File: src/rtl/srm_pkg.sv
// package of register map, field layout and reset values for the sdram control block
package srm_pkg;
    // register offsets are not all multiples of four: these are indices, byte address is four times
    localparam logic [11:0] IDX_REFRESH_INTERVAL   = 12'h410;
    localparam logic [11:0] IDX_REFRESH_LATE_LIMIT = 12'h412;
    localparam logic [11:0] IDX_IDLE_STROBE        = 12'h420;
    localparam logic [11:0] IDX_IDLE_ADDRESS       = 12'h422;
    localparam logic [11:0] IDX_MANUAL_STROBE      = 12'h424;
    localparam logic [11:0] IDX_MANUAL_ADDRESS     = 12'h426;
    localparam logic [11:0] IDX_SUMMARY_HIGH       = 12'h438;
    localparam logic [11:0] IDX_SUMMARY_UPPER_MID  = 12'h43A;
    localparam logic [11:0] IDX_SUMMARY_LOWER_MID  = 12'h43C;
    localparam logic [11:0] IDX_SUMMARY_LOW        = 12'h43E;
    localparam logic [11:0] IDX_IRQ_STATUS         = 12'h402;
    localparam logic [11:0] IDX_IRQ_MASK           = 12'h404;
    localparam logic [11:0] IDX_CONTROL            = 12'h406;
    // field positions
    localparam int          POS_COL     = 0;
    localparam int          POS_ROW     = 1;
    localparam int          POS_WE      = 2;
    localparam int          POS_BANK_LO = 3;
    localparam int          POS_BANK_HI = 4;
    localparam int          POS_CTL_EN  = 0;
    localparam int          POS_CTL_MAN = 1;
    localparam int          POS_IRQ_LATE = 0;
    // reset values
    localparam logic [15:0] RST_REFRESH_INTERVAL = 16'h0400;
    localparam logic [15:0] RST_LATE_LIMIT       = 16'h0000;
    localparam logic [4:0]  RST_STROBE_LEVELS    = 5'h1F;
    localparam logic [11:0] RST_ADDRESS          = 12'h000;
    // refresh command levels (cas, ras, we low = auto refresh) and nop (all high)
    localparam logic [2:0]  CMD_REFRESH = 3'h0;
    localparam logic [2:0]  CMD_NOP     = 3'h7;
endpackage : srm_pkg

File: src/rtl/srm_ctl.sv
// sdram refresh, idle level, manual access and queue service summary control block
`timescale 1ns/10ps
// Operation
// refresh issued every programmed count of clocks, 16-bit register resetting to 0400h
// software keeps refresh interval below half the worst refresh period
// 16-bit writable lateness limit in refresh cycles
// lateness reaching the limit sets the sticky refresh-late flag
// disabled controller drives column, row, write strobes from idle bits 0..2
// disabled controller drives bank select from idle bits 4:3, reset 3h
// disabled controller drives address pins from 12-bit idle field, reset zero
// manual trigger drives strobes for one clock from manual bits 0..2
// manual access drives bank select from manual bits 4:3
// manual access drives address pins from 12-bit manual field
// 64 read-only queue service bits, reset zero
// highest summary word holds queues 48 to 63, lsb first
// next summary word holds queues 32 to 47, lsb first
// interrupt held while latched flag and its enable are both set
// remaining words hold queues 16 to 31 and 0 to 15
// each summary bit is the or of enabled latched queue flags
module srm_ctl #(
    parameter int NQ = 64,
    parameter int NF = 4
) (
    // clock, reset, enable
    input  wire logic              sys_clk_in,
    input  wire logic              rst_in,
    input  wire logic              clk_en_in,
    // apb slave
    input  wire logic              psel_in,
    input  wire logic              penable_in,
    input  wire logic              pwrite_in,
    input  wire logic [13:0]       paddr_in,
    input  wire logic [31:0]       pwdata_in,
    output logic      [31:0]       prdata_out,
    output logic                   pready_out,
    output logic                   pslverr_out,
    // queue flags from the per-queue registers, same clock
    input  wire logic [NQ*NF-1:0]  queue_flags_in,
    input  wire logic [NQ*NF-1:0]  queue_flag_en_in,
    // refresh engine handshake, same clock
    input  wire logic              refresh_done_in,
    input  wire logic [2:0]        ctl_strobes_in,
    input  wire logic [1:0]        ctl_bank_in,
    input  wire logic [11:0]       ctl_address_in,
    output logic                   refresh_req_out,
    // sdram pins
    output logic                   mem_column_strobe_n_out,
    output logic                   mem_row_strobe_n_out,
    output logic                   mem_write_strobe_n_out,
    output logic      [1:0]        mem_bank_select_out,
    output logic      [11:0]       mem_address_bus_out,
    // interrupt
    output logic                   irq_out
);

    // software registers
    logic [15:0] refresh_interval;
    logic [15:0] refresh_lateness_limit;
    logic [4:0]  idle_strobe_levels;
    logic [11:0] idle_address_level;
    logic [4:0]  manual_strobe_values;
    logic [11:0] manual_address_value;
    logic        sdram_enable;
    logic        refresh_late_flag;
    logic        refresh_overdue_irq_enable;
    logic        manual_pulse;
    // refresh state
    logic [15:0] interval_count;
    logic [15:0] late_count;
    logic [NQ-1:0] queue_serv;
    wire  [NQ-1:0] next_queue_serv;

    // bus decode
    wire [11:0] reg_index = paddr_in[13:2];
    wire        access    = psel_in & penable_in & clk_en_in;
    wire        wr        = access & pwrite_in;
    wire        rd        = access & ~pwrite_in;
    wire        hit_ri    = reg_index == srm_pkg::IDX_REFRESH_INTERVAL;
    wire        hit_ll    = reg_index == srm_pkg::IDX_REFRESH_LATE_LIMIT;
    wire        hit_is    = reg_index == srm_pkg::IDX_IDLE_STROBE;
    wire        hit_ia    = reg_index == srm_pkg::IDX_IDLE_ADDRESS;
    wire        hit_ms    = reg_index == srm_pkg::IDX_MANUAL_STROBE;
    wire        hit_ma    = reg_index == srm_pkg::IDX_MANUAL_ADDRESS;
    wire        hit_s4    = reg_index == srm_pkg::IDX_SUMMARY_HIGH;
    wire        hit_s3    = reg_index == srm_pkg::IDX_SUMMARY_UPPER_MID;
    wire        hit_s2    = reg_index == srm_pkg::IDX_SUMMARY_LOWER_MID;
    wire        hit_s1    = reg_index == srm_pkg::IDX_SUMMARY_LOW;
    wire        hit_st    = reg_index == srm_pkg::IDX_IRQ_STATUS;
    wire        hit_mk    = reg_index == srm_pkg::IDX_IRQ_MASK;
    wire        hit_ct    = reg_index == srm_pkg::IDX_CONTROL;
    wire        hit_any   = hit_ri | hit_ll | hit_is | hit_ia | hit_ms | hit_ma | hit_s4 | hit_s3
                          | hit_s2 | hit_s1 | hit_st | hit_mk | hit_ct;
    wire        man_trig  = wr & hit_ct & pwdata_in[srm_pkg::POS_CTL_MAN];

    // write strobes, taken at the access edge while pready stands
    wire        wr_take   = wr & pready_out;
    wire        wr_ri     = wr_take & hit_ri;
    wire        wr_ll     = wr_take & hit_ll;
    wire        wr_is     = wr_take & hit_is;
    wire        wr_ia     = wr_take & hit_ia;
    wire        wr_ms     = wr_take & hit_ms;
    wire        wr_ma     = wr_take & hit_ma;
    wire        wr_mk     = wr_take & hit_mk;
    wire        wr_ct     = wr_take & hit_ct;

    // per-queue service bit: or of enabled flags
    genvar q;
    generate
        for (q = 0; q < NQ; q++)
        begin : g_queue
            assign next_queue_serv[q] = |(queue_flags_in[q*NF +: NF] & queue_flag_en_in[q*NF +: NF]);
        end
    endgenerate

    // summary bits registered, one clock behind the flags
    always_ff @(posedge sys_clk_in or posedge rst_in)
    begin
        if (rst_in)
            queue_serv <= {NQ{1'b0}};
        else if (clk_en_in)
            queue_serv <= next_queue_serv;
    end

    // read data select
    wire [15:0] next_rd16 =
        hit_ri ? refresh_interval :
        hit_ll ? refresh_lateness_limit :
        hit_is ? {11'h000, idle_strobe_levels} :
        hit_ia ? {4'h0, idle_address_level} :
        hit_ms ? {11'h000, manual_strobe_values} :
        hit_ma ? {4'h0, manual_address_value} :
        hit_s4 ? queue_serv[63:48] :
        hit_s3 ? queue_serv[47:32] :
        hit_s2 ? queue_serv[31:16] :
        hit_s1 ? queue_serv[15:0] :
        hit_st ? {15'h0000, refresh_late_flag} :
        hit_mk ? {15'h0000, refresh_overdue_irq_enable} :
        hit_ct ? {15'h0000, sdram_enable} : 16'h0000;

    // refresh timing
    // an interval of 0 behaves like 1: the counter wraps every clock
    wire interval_hit = (refresh_interval <= 16'h0001) | (interval_count >= refresh_interval - 16'h0001);
    wire late_reached = refresh_req_out & interval_hit & (late_count + 16'h0001 >= refresh_lateness_limit);
    wire late_clear   = wr & hit_st & pwdata_in[srm_pkg::POS_IRQ_LATE];

    // apb answer: zero wait, error on unmapped index
    always_ff @(posedge sys_clk_in or posedge rst_in)
    begin
        if (rst_in)
        begin
            prdata_out  <= 32'h0000_0000;
            pready_out  <= 1'b0;
            pslverr_out <= 1'b0;
        end
        else if (clk_en_in)
        begin
            pready_out  <= psel_in & ~penable_in;
            pslverr_out <= psel_in & ~penable_in & ~hit_any;
            prdata_out  <= {16'h0000, next_rd16};
        end
    end

    // refresh configuration registers
    always_ff @(posedge sys_clk_in or posedge rst_in)
    begin
        if (rst_in)
        begin
            refresh_interval       <= srm_pkg::RST_REFRESH_INTERVAL;
            refresh_lateness_limit <= srm_pkg::RST_LATE_LIMIT;
        end
        else
        begin
            if (wr_ri)
                refresh_interval <= pwdata_in[15:0];
            if (wr_ll)
                refresh_lateness_limit <= pwdata_in[15:0];
        end
    end

    // idle pin levels, shown while the controller is disabled
    always_ff @(posedge sys_clk_in or posedge rst_in)
    begin
        if (rst_in)
        begin
            idle_strobe_levels <= srm_pkg::RST_STROBE_LEVELS;
            idle_address_level <= srm_pkg::RST_ADDRESS;
        end
        else
        begin
            if (wr_is)
                idle_strobe_levels <= pwdata_in[4:0];
            if (wr_ia)
                idle_address_level <= pwdata_in[11:0];
        end
    end

    // manual access pin values
    always_ff @(posedge sys_clk_in or posedge rst_in)
    begin
        if (rst_in)
        begin
            manual_strobe_values <= srm_pkg::RST_STROBE_LEVELS;
            manual_address_value <= srm_pkg::RST_ADDRESS;
        end
        else
        begin
            if (wr_ms)
                manual_strobe_values <= pwdata_in[4:0];
            if (wr_ma)
                manual_address_value <= pwdata_in[11:0];
        end
    end

    // controller enable and interrupt mask
    always_ff @(posedge sys_clk_in or posedge rst_in)
    begin
        if (rst_in)
        begin
            sdram_enable               <= 1'b0;
            refresh_overdue_irq_enable <= 1'b0;
        end
        else
        begin
            if (wr_ct)
                sdram_enable <= pwdata_in[srm_pkg::POS_CTL_EN];
            if (wr_mk)
                refresh_overdue_irq_enable <= pwdata_in[srm_pkg::POS_IRQ_LATE];
        end
    end

    // refresh interval counter and lateness tracking
    always_ff @(posedge sys_clk_in or posedge rst_in)
    begin
        if (rst_in)
        begin
            interval_count  <= 16'h0000;
            late_count      <= 16'h0000;
            refresh_req_out <= 1'b0;
        end
        else if (clk_en_in)
        begin
            interval_count <= interval_hit ? 16'h0000 : interval_count + 16'h0001;
            if (!sdram_enable | refresh_done_in)
            begin
                refresh_req_out <= 1'b0;
                late_count      <= 16'h0000;
            end
            else if (interval_hit)
            begin
                if (refresh_req_out)
                    late_count <= late_count + 16'h0001;
                refresh_req_out <= 1'b1;
            end
        end
    end

    // sticky late flag, set wins over clear
    always_ff @(posedge sys_clk_in or posedge rst_in)
    begin
        if (rst_in)
            refresh_late_flag <= 1'b0;
        else if (clk_en_in)
        begin
            if (late_reached & sdram_enable)
                refresh_late_flag <= 1'b1;
            else if (late_clear & pready_out)
                refresh_late_flag <= 1'b0;
        end
    end

    // manual access pulse lasts one clock
    always_ff @(posedge sys_clk_in or posedge rst_in)
    begin
        if (rst_in)
            manual_pulse <= 1'b0;
        else if (clk_en_in)
            manual_pulse <= man_trig & pready_out;
    end

    // pin source selection
    wire [4:0]  next_strobe = manual_pulse   ? manual_strobe_values :
                              !sdram_enable ? idle_strobe_levels :
                              {ctl_bank_in, ctl_strobes_in};
    wire [11:0] next_addr   = manual_pulse   ? manual_address_value :
                              !sdram_enable ? idle_address_level :
                              ctl_address_in;

    // registered pins and interrupt
    always_ff @(posedge sys_clk_in or posedge rst_in)
    begin
        if (rst_in)
        begin
            mem_column_strobe_n_out <= 1'b1;
            mem_row_strobe_n_out    <= 1'b1;
            mem_write_strobe_n_out  <= 1'b1;
            mem_bank_select_out     <= 2'h3;
            mem_address_bus_out     <= srm_pkg::RST_ADDRESS;
            irq_out                 <= 1'b0;
        end
        else if (clk_en_in)
        begin
            mem_column_strobe_n_out <= next_strobe[srm_pkg::POS_COL];
            mem_row_strobe_n_out    <= next_strobe[srm_pkg::POS_ROW];
            mem_write_strobe_n_out  <= next_strobe[srm_pkg::POS_WE];
            mem_bank_select_out     <= next_strobe[srm_pkg::POS_BANK_HI:srm_pkg::POS_BANK_LO];
            mem_address_bus_out     <= next_addr;
            irq_out                 <= refresh_late_flag & refresh_overdue_irq_enable;
        end
    end

    // checks
    a_idle_pins: assert property (@(posedge sys_clk_in) disable iff (rst_in)
        clk_en_in & !sdram_enable & !manual_pulse |=> mem_column_strobe_n_out == $past(idle_strobe_levels[0]))
        else $error("idle strobe level not driven");
    a_idle_bank: assert property (@(posedge sys_clk_in) disable iff (rst_in)
        clk_en_in & !sdram_enable & !manual_pulse |=> mem_bank_select_out == $past(idle_strobe_levels[4:3]))
        else $error("idle bank level not driven");
    a_idle_addr: assert property (@(posedge sys_clk_in) disable iff (rst_in)
        clk_en_in & !sdram_enable & !manual_pulse |=> mem_address_bus_out == $past(idle_address_level))
        else $error("idle address not driven");
    a_manual_one: assert property (@(posedge sys_clk_in) disable iff (rst_in)
        clk_en_in & man_trig & pready_out |=> manual_pulse ##1 (!manual_pulse || !$past(clk_en_in)))
        else $error("manual pulse not one clock");
    a_manual_pins: assert property (@(posedge sys_clk_in) disable iff (rst_in)
        clk_en_in & manual_pulse |=> mem_bank_select_out == $past(manual_strobe_values[4:3]))
        else $error("manual bank not driven");
    a_manual_addr: assert property (@(posedge sys_clk_in) disable iff (rst_in)
        clk_en_in & manual_pulse |=> mem_address_bus_out == $past(manual_address_value))
        else $error("manual address not driven");
    a_late_sets: assert property (@(posedge sys_clk_in) disable iff (rst_in)
        clk_en_in & late_reached & sdram_enable |=> refresh_late_flag)
        else $error("late flag not set");
    a_irq_level: assert property (@(posedge sys_clk_in) disable iff (rst_in)
        clk_en_in |=> irq_out == $past(refresh_late_flag & refresh_overdue_irq_enable))
        else $error("interrupt level wrong");
    a_serv_map: assert property (@(posedge sys_clk_in) disable iff (rst_in)
        clk_en_in |=> queue_serv[48] == $past(|(queue_flags_in[192 +: 4] & queue_flag_en_in[192 +: 4])))
        else $error("queue 48 summary wrong");
    c_manual: cover property (@(posedge sys_clk_in) disable iff (rst_in) manual_pulse);
    c_late: cover property (@(posedge sys_clk_in) disable iff (rst_in) $rose(refresh_late_flag));
    c_irq: cover property (@(posedge sys_clk_in) disable iff (rst_in) $rose(irq_out));
    c_refresh: cover property (@(posedge sys_clk_in) disable iff (rst_in) $rose(refresh_req_out));
    c_summary_read: cover property (@(posedge sys_clk_in) disable iff (rst_in) rd & hit_s4 & (next_rd16 != 16'h0000));

    // idle levels of the other two strobes
    a_idle_row: assert property (@(posedge sys_clk_in) disable iff (rst_in)
        clk_en_in & !sdram_enable & !manual_pulse |=> mem_row_strobe_n_out == $past(idle_strobe_levels[1]))
        else $error("idle row strobe not driven");
    a_idle_write: assert property (@(posedge sys_clk_in) disable iff (rst_in)
        clk_en_in & !sdram_enable & !manual_pulse |=> mem_write_strobe_n_out == $past(idle_strobe_levels[2]))
        else $error("idle write strobe not driven");
    // manual strobes
    a_manual_strobes: assert property (@(posedge sys_clk_in) disable iff (rst_in)
        clk_en_in & manual_pulse |=> {mem_write_strobe_n_out, mem_row_strobe_n_out, mem_column_strobe_n_out}
            == $past(manual_strobe_values[2:0]))
        else $error("manual strobes not driven");
    // refresh request, lateness count and flag clear
    a_refresh_req: assert property (@(posedge sys_clk_in) disable iff (rst_in)
        clk_en_in & sdram_enable & interval_hit & !refresh_done_in |=> refresh_req_out)
        else $error("refresh request not raised");
    a_late_count: assert property (@(posedge sys_clk_in) disable iff (rst_in)
        clk_en_in & sdram_enable & !refresh_done_in & interval_hit & refresh_req_out
            |=> late_count == $past(late_count) + 16'h0001)
        else $error("lateness count not advanced");
    a_late_clear: assert property (@(posedge sys_clk_in) disable iff (rst_in)
        clk_en_in & late_clear & pready_out & !(late_reached & sdram_enable) |=> !refresh_late_flag)
        else $error("late flag not cleared");
    // summary words on the read bus
    a_serv_high: assert property (@(posedge sys_clk_in) disable iff (rst_in)
        clk_en_in & psel_in & !penable_in & hit_s4 |=> prdata_out[15:0] == $past(queue_serv[63:48]))
        else $error("high summary word wrong");
    a_serv_upper: assert property (@(posedge sys_clk_in) disable iff (rst_in)
        clk_en_in & psel_in & !penable_in & hit_s3 |=> prdata_out[15:0] == $past(queue_serv[47:32]))
        else $error("upper mid summary word wrong");

endmodule : srm_ctl

File: config.mk
export PLATFORM = sky130hd
export DESIGN_NAME = srm_ctl
export DESIGN_NICKNAME = d
export VERILOG_FILES = /design/src/rtl/srm_pkg.sv /design/src/rtl/srm_ctl.sv
export SDC_FILE = /design/constraint.sdc
export NUM_CORES = 1
export LEC_CHECK = 0
export BUFFER_PORTS_ARGS = -buffer_cell sky130_fd_sc_hd__buf_2
export CAP_MARGIN = 40
export CORE_AREA = 2 2 249 251
export DETAILED_ROUTE_END_ITERATION = 8
export DIE_AREA = 0 0 251 253
export GPL_TIMING_DRIVEN = 0
export HOLD_SLACK_MARGIN = 0.03
export PLACE_DENSITY = 0.4
export SYNTH_ARGS = -nofsm -noshare
export SYNTH_HDL_FRONTEND = slang
export SYNTH_SLANG_ARGS = --single-unit
File: constraint.sdc
create_clock -name sys_clk_in -period 7.5 [get_ports sys_clk_in]
set_input_delay 0 -clock sys_clk_in [delete_from_list [all_inputs] [get_ports sys_clk_in]]
set_output_delay 0 -clock sys_clk_in [all_outputs]
set_load 0.01 [all_outputs]
# ---- Word-level counts from Yosys, hierarchy flattened
# Index checks and enable logic that the tools add are counted.
dict set report word_totals {
  out_inout_bits 53
  word_cells 242
  reg_bits 203
  inputBits 582
}
dict set report op_classes {
  n_reduce_logical 71
  order_cmp 3
  mux 25
  add_sub_neg 3
  bitwise 104
  n_eq_ne 13
}
# cell n
set op_table {}
lappend op_table {{$and 4x4->4} 64}
lappend op_table {{$reduce_or 4->1} 64}
lappend op_table {{$mux 16} 14}
lappend op_table {{$eq 12x11->1 const B} 13}
lappend op_table {{$add 16x1->16 const B} 2}
lappend op_table {{$ge 16x16->1} 2}
lappend op_table {{$and 1x1->1} 24}
lappend op_table {{$mux 12} 2}
lappend op_table {{$le 16x1->1 const B} 1}
lappend op_table {{$sub 16x1->16 const B} 1}
lappend op_table {{$or 1x1->1} 14}
lappend op_table {{$mux 5} 2}
lappend op_table {{$mux 1} 7}
lappend op_table {{$reduce_bool 2->1} 3}
lappend op_table {{$reduce_and 2->1} 2}
lappend op_table {{$reduce_and 3->1} 1}
lappend op_table {{$not 1->1} 2}
lappend op_table {{$logic_not 1->1} 1}

# ---- Depth between registers and ports, before layout
# Gate-level depths: netlist (run 1).
dict set report logic_depth {
  depth_word 15
  ltp_mapped 15
}

# ---- Worst setup path before layout (run 1)
# OpenSTA, ideal clock, no wires.
dict set report synth_timing {
  path_type {register to register}
  from {register refresh_interval[0]}
  to {register late_count[4]}
  setup_time_ps 96
  arrival_ps 3127
  slack_ps 4277
  stages_incl_launch_ff 16
  cell_sequence {dfrtp_1 > inv_1 > ha_1 > nand2b_1 > nor4_1 > nand3_1 > nor3_1 > xnor2_1 > ha_1 > a21o_1 > a21oi_1 > o21ai_0 > a211oi_1 > clkbuf_1 > o311ai_0 > o31ai_1}
}
dict set report synth_between {
  elab_chain_cells 5
}
# element line
set synth_rtl {}
lappend synth_rtl {{start, declared} srm_ctl.sv:57} ;# logic [15:0] refresh_interval;
lappend synth_rtl {{start signal, assigned} srm_ctl.sv:168} ;# refresh_interval <= srm_pkg::RST_REFRESH_INTERVAL;
lappend synth_rtl {{start signal, assigned} srm_ctl.sv:174} ;# refresh_interval <= pwdata_in[15:0];
lappend synth_rtl {{$sub 16x1->16} srm_ctl.sv:142} ;# wire interval_hit = (refresh_interval <= 16'h0001) | (interval_count >= refresh_interval - 16'h0001);
lappend synth_rtl {{$ge 16x16->1} srm_ctl.sv:142}
lappend synth_rtl {{$or 1x1->1 *} srm_ctl.sv:142}
lappend synth_rtl {{$reduce_bool 2->1 (no source line) *} n/a}
lappend synth_rtl {{$reduce_and 3->1 (no source line) *} n/a}
lappend synth_rtl {{end signal, assigned} srm_ctl.sv:251} ;# late_count <= late_count + 16'h0001;
lappend synth_rtl {{end, declared} srm_ctl.sv:69} ;# logic [15:0] late_count;
# Every way passes the cells marked *; elsewhere a longest branch is shown, timed or not.
# A chain may end at the register's enable or synchronous reset.

# ---- Final worst setup path (run 1)
dict set report layout_timing {
  from {register refresh_interval[0]}
  to {register late_count[8]}
}
# Same word-level chain as after synthesis.

==> impl_metrics.env, run 1 <==
export IMPL_status="complete, no violations"
export IMPL_drt_wirelength_per_cell_um=31.2
export IMPL_cpPeakStageDelay_ps=430
export IMPL_grt_pass1_vias=14400
export IMPL_cts_max_path_buffers=3
export IMPL_holdCritPathClass="input port to register"
export IMPL_crit_buf_inv=3
export IMPL_rsz0062_at_grt="false"
export IMPL_grt_ovfl_total=0
export IMPL_crit_top_cell="ha_1"
export IMPL_yosysWarningCount=0
export IMPL_drive_above_1_share=0.385
export IMPL_io_buffers=598
export IMPL_initial_core_util=0.195
export IMPL_final_net_count=2719
export IMPL_synth_cell_types=73
export IMPL_rr_worst_depth=16
export IMPL_finClkSkew_ps=13.0
export IMPL_use_met2=0.419
export IMPL_worst_slew_pin_slew_ps=860
export IMPL_grt_use_met3=0.0565
export IMPL_drt_first_pass_iters=5
export IMPL_vias=14400
export IMPL_async_flop_share=1.00
export IMPL_p_leak_nw=9.21
export IMPL_drt_iter0_markers=1081
export IMPL_path_class="register to register"
export IMPL_path_depth=16
export IMPL_yosys_most_used_dff="dfrtp_1"
export IMPL_syn_avg_cell_area_um2=9.94
export IMPL_core_um2=61000
export IMPL_hold_depth=4
export IMPL_cp_top_family="compound AO/OA/AOI/OAI gates"
export IMPL_syn_to_final_growth_pct=64.7
export IMPL_vias_per_cell=4.91
export IMPL_grtUsageTotal=0.281
export IMPL_cts_sinks=203
export IMPL_layout_min_cycle_time_ps=4150
export IMPL_required_ps=7970
export IMPL_die_area_um2=63500
export IMPL_pre_cts_slack_ps=3360
export IMPL_synth_edf_count=0
export IMPL_htree_levels=1
export IMPL_die_y_um=253
export IMPL_hold_viol=0
export IMPL_synth_cells=1200
export IMPL_grt_busiest_layer="met2"
export IMPL_clkLatencyLatePin_ps=580
export IMPL_crit_path_top_delay_cell="nor4_1"
export IMPL_ys_seq_area_frac=0.428
export IMPL_max_freq_mhz=241
export IMPL_use_met1=0.408
export IMPL_grt_first_pass_wirelength_mm=121
export IMPL_post_cts_buffers=0
export IMPL_syn_cell_area_um2=11900
export IMPL_numCtsBuffers=29
export IMPL_cap_violations=0
export IMPL_clkTransAtPathRegs_ps=60
export IMPL_drc=0
export IMPL_critPathCaptureType="register"
export IMPL_root_buffer="clkbuf_16"
export IMPL_slew_violations=0
export IMPL_p_per_area_nw_per_um2=165
export IMPL_drtAntennaViolNets=0
export IMPL_setup_violations=0
export IMPL_totalPowerFinal_w=0.00325
export IMPL_critPathLaunchType="register"
export IMPL_routabilityCongestion=1.04
export IMPL_ir_drop_uv=183
export IMPL_crit_fanout=10
export IMPL_cts_tree="yes"
export IMPL_fp_dieW_um=251
export IMPL_drt_wl_total_mm=91.6
export IMPL_path_cells="inv_1 -> ha_1 -> nand2b_1 -> nor4_1 -> nand3_1 -> nor3_1 -> xnor2_1 -> ha_1 -> a21o_1 -> a21oi_1 -> o21ai_0 -> a211oi_1 -> buf_2 -> clkbuf_1 -> o311ai_0 -> o31ai_1"
export IMPL_hpwlAfterDp_mm=78.9
export IMPL_final_setup_worst_slack_ps=3350
export IMPL_grt_antenna_before_repair=58
export IMPL_fin_crit_sh=0.553
export IMPL_crit_arrival_ps=4620
export IMPL_relSlewSlack=0.426
export IMPL_io_pins=635
export IMPL_row_count=91
export IMPL_ys_ff_latch=203
export IMPL_grt_max_degree=86
==> metal layers <==
layer  part of all wire  wire length, µm  vias up
li1                   -                -     6369
met1               0.47            43300     7270
met2               0.43            39000      641
met3              0.072             6630      115
met4              0.029             2620        4
met5            0.00025               23        -
==> kinds of logic after synthesis <==
group                      count (synthesis)  synth area share
muxes                                    110             0.112
buffers and inverters                    112            0.0432
xor gates and xnor gates                  40            0.0294
AOI/OAI and AO/OA                        382             0.223
DFF                                      203             0.428
other                                      1          0.000314
adders and majority gates                 36            0.0378
and+or+nand+nor                          316             0.127
==> per-stage QoR <==
| stage | utilization | hold slack [ps] | instance area, µm² | setup TNS [ps] | cells |
|---|---|---|---|---|---|
| 2_1_floorplan | - | 82.5 | 12000 | 0 | 1215 |
| 3_3_place_gp | 0.262 | 242 | 16000 | -291750 | 2603 |
| 3_5_place_dp | 0.266 | 22.4 | 16300 | 0 | 2624 |
| 4_1_cts | 0.321 | 65.3 | 19600 | 0 | 2914 |
| 5_1_grt | 0.322 | 108 | 19600 | 0 | 2931 |
| 6_report | 0.322 | 70.2 | 19600 | 0 | 2934 |
==> final timing paths <==
kind | start | slack, ps | end
worst min-delay path | ctl_address_in[0] | 70 | mem_address_bus_out[0]
worst min register to register | mem_address_bus_out[2] | 500 | mem_address_bus_out[2]
worst max-delay path | refresh_interval[0] | 3350 | late_count[8]
max in group asynchronous | rst_in | 5680 | mem_bank_select_out[0]
min in group asynchronous | rst_in | 590 | queue_serv[60]
worst max register to register | refresh_interval[0] | 3350 | late_count[8]
==> worst register-to-register path, delay by kind of cell (launching register included) <==
kind                     cells  cell delay, ps
AND/OR/NAND/NOR              4             980
AO/OA/AOI/OAI                6            1090
buffers and inverters        3             850
adder cells (fa/ha/maj)      2             560
XOR/XNOR                     1             170
flip-flops                   1             410
==> where the power goes <==
group	total, W	internal (W)	switching [W]
Clock	0.00143	0.000864	0.000563
Sequential	0.00117	0.00114	0.0000340
Combinational	0.000646	0.000320	0.000326
==> cells in the mapped netlist (3+ instances only) <==
master	n	area [µm²]
a221oi_1	4	35.0
o2bb2ai_1	4	35.0
nor2b_1	8	50.1
nor4_1	7	43.8
buf_4	18	135
dfstp_2	16	420
or4_1	4	30.0
clkbuf_1	38	143
o21a_1	4	30.0
o221ai_1	7	61.3
a32o_1	11	110
a21oi_1	26	130
o211ai_1	8	60.1
a22oi_1	139	1040
inv_1	33	124
a21o_1	11	82.6
buf_1	11	41.3
ha_1	36	450
nand2b_1	4	25.0
a31oi_1	68	425
or3_1	4	25.0
o31ai_1	7	52.6
mux2i_1	19	190
nand2_1	84	315
mux2_2	80	901
o21ai_0	58	290
nor3_1	17	85.1
buf_2	10	50.1
o311ai_0	7	61.3
and3_1	5	31.3
nor2_1	121	454
a22o_1	8	70.1
a211o_1	3	26.3
xnor2_1	26	228
nand3b_1	3	22.5
a311oi_1	3	26.3
dfrtp_1	187	4680
nand3_1	29	145
xor2_1	14	123
nand4_1	8	50.1
mux4_2	11	248
==> cell usage in the layout (no fill, tap or decap), types with 7 or more instances in the layout <==
| master | synthesis | final |
|---|---|---|
| nor4_1 | 7 | 7 |
| nand3_1 | 29 | 29 |
| buf_2 | 10 | 611 |
| a22oi_1 | 139 | 139 |
| a31oi_1 | 68 | 68 |
| buf_8 | 0 | 8 |
| diode_2 | 0 | 20 |
| o31ai_1 | 7 | 7 |
| mux4_2 | 11 | 11 |
| clkbuf_8 | 0 | 9 |
| xnor2_1 | 26 | 26 |
| a21oi_1 | 26 | 26 |
| conb_1 | 1 | 16 |
| dfstp_2 | 16 | 16 |
| clkbuf_16 | 0 | 29 |
| dlygate4sd3_1 | 0 | 236 |
| o21ai_0 | 58 | 58 |
| dfrtp_1 | 187 | 187 |
| nor2_1 | 121 | 121 |
| mux2i_1 | 19 | 19 |
| mux2_2 | 80 | 80 |
| xor2_1 | 14 | 14 |
| clkinv_2 | 0 | 7 |
| o211ai_1 | 8 | 8 |
| buf_4 | 18 | 18 |
| buf_1 | 11 | 11 |
| a21o_1 | 11 | 11 |
| a32o_1 | 11 | 11 |
| nand4_1 | 8 | 8 |
| clkbuf_1 | 38 | 43 |
| nor2b_1 | 8 | 8 |
| ha_1 | 36 | 36 |
| o311ai_0 | 7 | 7 |
| nor3_1 | 17 | 17 |
| o221ai_1 | 7 | 7 |
| nand2_1 | 84 | 84 |
| inv_1 | 33 | 32 |
| a22o_1 | 8 | 8 |
| buf_6 | 2 | 10 |
==> sequential cells by signal, indices dropped and copies added (netlist names), 2 cells and up <==
signal,count
queue_serv,64
interval_count,16
late_count,16
prdata_out,16
refresh_interval,16
refresh_lateness_limit,16
idle_address_level,12
manual_address_value,12
mem_address_bus_out,12
idle_strobe_levels,5
manual_strobe_values,5
mem_bank_select_out,2
==> cell type report <==
class                   instances  area, µm²
diodes                         20       50.0
well taps                     790        988
multi-input cells             900       6370
flip-flops and latches        203       5100
plain buffers                  79        392
inverters                      33        131
repair buffers                855       5640
clock inverters                11        111
clock buffers                  43        868
fillers                      6596      41400
==> what timing repair did <==
action | CTS | global route
endpoints found under the hold margin | 270 | 0
resized for setup | 0 | 0
hold buffers | 236 | 0
(Power assumes the default switching activity.)
==> run 2: changes to the inputs <==
Clock period 7.5 ns to 4.2 ns, I/O delays scaled along.
==> run 2 against run 1 <==
Effect of this change: non-clock buffer count grew 3; core utilization hardly changed; sequential power increased by 79%; global-route usage shrank 0.63 points; sequential share of layout area is essentially flat; final cell count shrank 0.17%; clock-buffer cell count decreased by 3; via count barely moved; total power up 74%; critical path depth stayed put; sequential cell count unchanged; critical path type unchanged.
==> impl_metrics.env, run 2 (same netlist as run 1, synthesis figures left out) <==
export IMPL_status="complete, no violations"
export IMPL_grt_busiest_layer="met1"
export IMPL_htree_levels=1
export IMPL_drt_first_pass_iters=5
export IMPL_worst_slew_pin_slew_ps=910
export IMPL_grt_use_met3=0.0727
export IMPL_ir_drop_uv=338
export IMPL_fin_area_um2=19700
export IMPL_critPathLaunchType="register"
export IMPL_io_buffers=598
export IMPL_root_buffer="clkbuf_16"
export IMPL_finClkSkew_ps=14.1
export IMPL_largest_register="queue_serv"
export IMPL_multi_input_area_um2=6370
export IMPL_rsz0062_at_grt="false"
export IMPL_p_int_w=0.00402
export IMPL_fin_crit_sh=0.918
export IMPL_sequentialPowerShare=0.370
export IMPL_hold_depth=4
export IMPL_cts_sinks=203
export IMPL_grtUsageTotal=0.275
export IMPL_drtAntennaViolNets=0
export IMPL_use_met2=0.397
export IMPL_numCtsBuffers=28
export IMPL_final_net_count=2721
export IMPL_vias=14400
export IMPL_holdCritPathClass="input port to register"
export IMPL_layout_commonest_cell="buf_2"
export IMPL_syn_to_final_growth_pct=64.8
export IMPL_largest_register_ffs=64
export IMPL_initial_core_util=0.195
export IMPL_p_per_area_nw_per_um2=288
export IMPL_grt_ovfl_total=0
export IMPL_p_switching_w=0.00164
export IMPL_drt_wirelength_per_cell_um=30.4
export IMPL_relSlewSlack=0.393
export IMPL_required_ps=4660
export IMPL_clkLatencyLatePin_ps=580
export IMPL_slew_violations=0
export IMPL_hpwlAfterDp_mm=76.7
export IMPL_netSwitchingFraction=0.290
export IMPL_cap_violations=0
export IMPL_hold_viol=0
export IMPL_fp_dieW_um=251
export IMPL_row_count=91
export IMPL_placed_area_um2=16300
export IMPL_critPathCaptureType="register"
export IMPL_rr_worst_depth=16
export IMPL_layout_min_cycle_time_ps=3860
export IMPL_fillCellCount=6554
export IMPL_p_leak_nw=9.21
export IMPL_mostFrequentLayoutCells="buf_2 (610), dlygate4sd3_1 (236), dfrtp_1 (187)"
export IMPL_setup_violations=0
export IMPL_crit_arrival_ps=4320
export IMPL_post_cts_buffers=0
export IMPL_register_area_um2=5100
export IMPL_drt_wl_total_mm=89.2
export IMPL_clkTransAtPathRegs_ps=60
export IMPL_path_class="register to register"
export IMPL_clockPowerShare=0.425
export IMPL_totalPowerFinal_w=0.00566
export IMPL_core_um2=61000
export IMPL_io_pins=635
export IMPL_drc=0
export IMPL_grt_pass1_vias=14500
export IMPL_crit_fanout=10
export IMPL_max_freq_mhz=259
export IMPL_cts_max_path_buffers=3
export IMPL_final_cell_count_no_fill=2929
export IMPL_vias_per_cell=4.92
export IMPL_cts_tree="yes"
export IMPL_routabilityCongestion=1.09
export IMPL_drt_iter0_markers=1149
export IMPL_use_met1=0.398
export IMPL_drive_above_1_share=0.387
export IMPL_grt_first_pass_wirelength_mm=119
export IMPL_die_area_um2=63500
export IMPL_grt_antenna_before_repair=51
export IMPL_dp_cells=2627
export IMPL_pwr_share_comb=0.205
export IMPL_grt_max_degree=35
export IMPL_die_y_um=253
-- run 2: cell types whose count changed in the layout (fill, tap and decap cells not counted), moves of 2 or more --
cell | before | now
diode_2 | 20 | 16
clkinvlp_4 | 1 | 4
clkbuf_1 | 43 | 39
bufinv_16 | 2 | 0
buf_12 | 0 | 5
-- run 2: per-stage QoR --
stage               worst slack [ps]  hold slack (ps)  utilization  setup TNS [ps]
floorplan                        977             82.5            -               0
global placement                -272              242        0.262          -45360
detailed placement               118              126        0.268               0
CTS                              108             47.5        0.321               0
global route                    28.3             97.8        0.322               0
finish                           343             80.2        0.322               0
-- run 2: repair_timing --
action / 4_1_cts / 5_1_grt
resized for setup: 0 / 3
endpoints found under the hold margin: 228 / 0
setup endpoints to repair: 0 / 15
hold buffers: 236 / 0
-- run 2: worst max-delay path, stage by stage (launching register included) --
cell and delay, ps:
dfrtp_1 410, inv_1 190, ha_1 270, nand2b_1 100, nor4_1 400, nand3_1 210, nor3_1 210, xnor2_1 160
ha_1 280, a21o_1 190, a21oi_1 150, o21ai_0 140, a211oi_1 280, buf_2 230, clkbuf_2 260, o311ai_0 160
o31ai_1 110
-- run 2: power by group through the flow --
stage          Clock [W]  Sequential (W)  Combinational [W]
6_report         0.00241         0.00209            0.00116
5_1_grt          0.00254         0.00210            0.00124
4_1_cts          0.00246         0.00209            0.00115
3_5_place_dp           0         0.00212           0.000898
3_3_place_gp           0         0.00212           0.000862
2_1_floorplan          0         0.00210           0.000288
-- run 2: cell type report --
class	count	share of cell area
Antenna cell	16	0.00204
Inverter	33	0.00649
Tap cell	790	0.0503
Clock buffer	40	0.0436
Clock inverter	10	0.00312
Timing Repair Buffer	858	0.291
Buffer	79	0.0200
Sequential cell	203	0.259
Multi-Input combinational cell	900	0.324
-- run 2: final timing paths --
path | end | startpoint | slack (ps)
setup reg to reg | late_count[8] | refresh_interval[0] | 340
max in group asynchronous | idle_strobe_levels[2] | rst_in | 2530
hold reg to reg | mem_address_bus_out[11] | mem_address_bus_out[11] | 510
setup / recovery | late_count[8] | refresh_interval[0] | 340
min in group asynchronous | queue_serv[12] | rst_in | 90
hold / removal | refresh_overdue_irq_enable | paddr_in[5] | 80
-- run 2: metal layers --
| metal | wire (µm) | share of wire | vias up |
|---|---|---|---|
| met5 | 98 | 0.0011 | - |
| met4 | 2670 | 0.030 | 14 |
| met3 | 7380 | 0.083 | 127 |
| met2 | 36800 | 0.41 | 670 |
| met1 | 42300 | 0.47 | 7245 |
| li1 | - | - | 6355 |
==> run 3: changes to the inputs <==
Settings changed: RECOVER_POWER from default to 50.
==> run 3 against run 2 <==
Effect of this change: the run now ends with max-capacitance violations, max-slew violations left; core utilization shrank 0.19 points; clock-buffer cell count is the same; sequential power about the same; maximum frequency grew 0.56%; clock skew shrank 1.4 ps; setup slack better by 22 ps; sequential share of layout area grew 0.15 points; first-iteration DRC count shrank 2.1%; wire length unchanged; clock power about the same; cell area is 0.59% lower; critical path type unchanged; critical endpoint unchanged; largest power group unchanged; highest routed layer unchanged.
==> impl_metrics.env, run 3 (same netlist as run 1, synthesis figures left out) <==
export IMPL_p_per_area_nw_per_um2=289
export IMPL_hold_viol=0
export IMPL_routabilityCongestion=1.09
export IMPL_violations="max-capacitance violations, max-slew violations"
export IMPL_drt_first_pass_iters=5
export IMPL_worst_slew_pin_slew_ps=1940
export IMPL_finClkSkew_ps=12.7
export IMPL_largest_register="queue_serv"
export IMPL_root_buffer="clkbuf_16"
export IMPL_drc=0
export IMPL_cts_max_path_buffers=3
export IMPL_rr_worst_depth=16
export IMPL_cts_sinks=203
export IMPL_crit_fanout=10
export IMPL_holdPathEnd="mem_address_bus_out[0]"
export IMPL_grt_pass1_vias=14500
export IMPL_die_area_um2=63500
export IMPL_use_met2=0.397
export IMPL_fin_area_um2=19500
export IMPL_ir_drop_uv=340
export IMPL_slew_violations=57
export IMPL_hpwlAfterDp_mm=76.7
export IMPL_drtAntennaViolNets=0
export IMPL_clkTransAtPathRegs_ps=60
export IMPL_drive_above_1_share=0.368
export IMPL_grt_busiest_layer="met1"
export IMPL_layout_min_cycle_time_ps=3840
export IMPL_use_met1=0.398
export IMPL_syn_to_final_growth_pct=63.8
export IMPL_clkLatencyLatePin_ps=580
export IMPL_cts_tree="yes"
export IMPL_vias_per_cell=4.91
export IMPL_startpoint="refresh_interval[0]"
export IMPL_row_count=91
export IMPL_holdCritPathClass="input port to register"
export IMPL_critPathCaptureType="register"
export IMPL_cap_violations=2
export IMPL_grtUsageTotal=0.275
export IMPL_r2r_start="refresh_interval[0]"
export IMPL_drt_wl_total_mm=89.2
export IMPL_path_class="register to register"
export IMPL_fin_crit_sh=0.913
export IMPL_final_net_count=2721
export IMPL_io_buffers=598
export IMPL_drt_iter0_markers=1125
export IMPL_largest_register_ffs=64
export IMPL_setup_violations=0
export IMPL_die_y_um=253
export IMPL_grt_ovfl_total=0
export IMPL_p_leak_nw=9.03
export IMPL_min_from="ctl_address_in[0]"
export IMPL_mostFrequentLayoutCells="buf_2 (573), dlygate4sd3_1 (236), dfrtp_1 (187)"
export IMPL_initial_core_util=0.195
export IMPL_grt_antenna_before_repair=48
export IMPL_hold_depth=4
export IMPL_layout_commonest_cell="buf_2"
export IMPL_max_freq_mhz=261
export IMPL_grt_first_pass_wirelength_mm=119
export IMPL_grt_max_degree=35
export IMPL_core_um2=61000
export IMPL_status="finished, violations left"
export IMPL_relSlewSlack=-0.296
export IMPL_critPathLaunchType="register"
export IMPL_fp_dieW_um=251
export IMPL_crit_arrival_ps=4300
export IMPL_placed_area_um2=16300
export IMPL_htree_levels=1
export IMPL_numCtsBuffers=28
export IMPL_rsz0062_at_grt="false"
export IMPL_pre_cts_slack_ps=118
export IMPL_vias=14400
export IMPL_final_setup_worst_slack_ps=365
export IMPL_required_ps=4660
export IMPL_io_pins=635
export IMPL_r2r_end="late_count[8]"
export IMPL_reg2reg_setup_slack_ps=360
export IMPL_drt_wirelength_per_cell_um=30.4
export IMPL_grt_use_met3=0.0727
-- run 3: changes by cell type in the layout (fill, tap and decap cells not counted), moves of 2 or more --
| cell | change |
|---|---|
| buf_12 | -3 |
| buf_2 | -37 |
| clkbuf_1 | +39 |
| clkbuf_2 | +2 |
-- run 3: worst max-delay path: stages, from the launching register on --
cell      delay (ps)
dfrtp_1          410
inv_1            190
ha_1             270
nand2b_1         100
nor4_1           400
nand3_1          200
nor3_1           210
xnor2_1          160
ha_1             280
a21o_1           190
a21oi_1          150
o21ai_0          140
a211oi_1         270
buf_2            220
clkbuf_2         250
o311ai_0         160
o31ai_1          110
-- run 3: metal layers --
layer,share of wire,wire [µm]
met1,0.47,42300
met2,0.41,36900
met3,0.081,7270
met4,0.029,2550
met5,0.0011,96
-- run 3: worst max-delay path by stage --
stage                           endpoint  slack (ps)  cells after the start
after floorplan            late_count[4]         980                     15
after global placement    queue_serv[34]        -270                      2
after detailed placement   late_count[3]         120                     15
after global routing       late_count[5]          30                     16
after CTS                  late_count[4]         110                     16
final                      late_count[8]         360                     16
-- run 3: power by group --
part / switching [W] / total, W / internal (W)
logic: 0.000579 / 0.00115 / 0.000570
registers: 0.0000581 / 0.00209 / 0.00203
clock network: 0.00100 / 0.00241 / 0.00141
total: 0.00164 / 0.00565 / 0.00401
-- run 3: cell type report --
cell class,count,area (µm²)
fillers,6570,41500
multi-input cells,900,6370
repair buffers,858,5600
flip-flops and latches,203,5100
well taps,790,988
clock buffers,40,857
plain buffers,79,393
inverters,33,125
clock inverters,10,61.3
diodes,17,42.5
-- run 3: what timing repair did --
| item | CTS | global route |
|---|---|---|
| hold endpoints to repair | 228 | 0 |
| setup buffers | 0 | 0 |
| gates resized for setup | 0 | 3 |
| endpoints found under the setup margin | 0 | 15 |
| hold buffers | 236 | 0 |
-- run 3: through the flow --
| stage | setup TNS [ps] | total power, W | util | instances | hold slack, ps |
|---|---|---|---|---|---|
| after floorplan | 0 | 0.00239 | - | 1215 | 82.5 |
| after global placement | -45360 | 0.00299 | 0.262 | 2603 | 242 |
| after detailed placement | 0 | 0.00302 | 0.268 | 2627 | 126 |
| after CTS | 0 | 0.00570 | 0.321 | 2913 | 47.5 |
| after global routing | 0 | 0.00587 | 0.320 | 2924 | 97.8 |
| final | 0 | 0.00565 | 0.320 | 2930 | 81.1 |
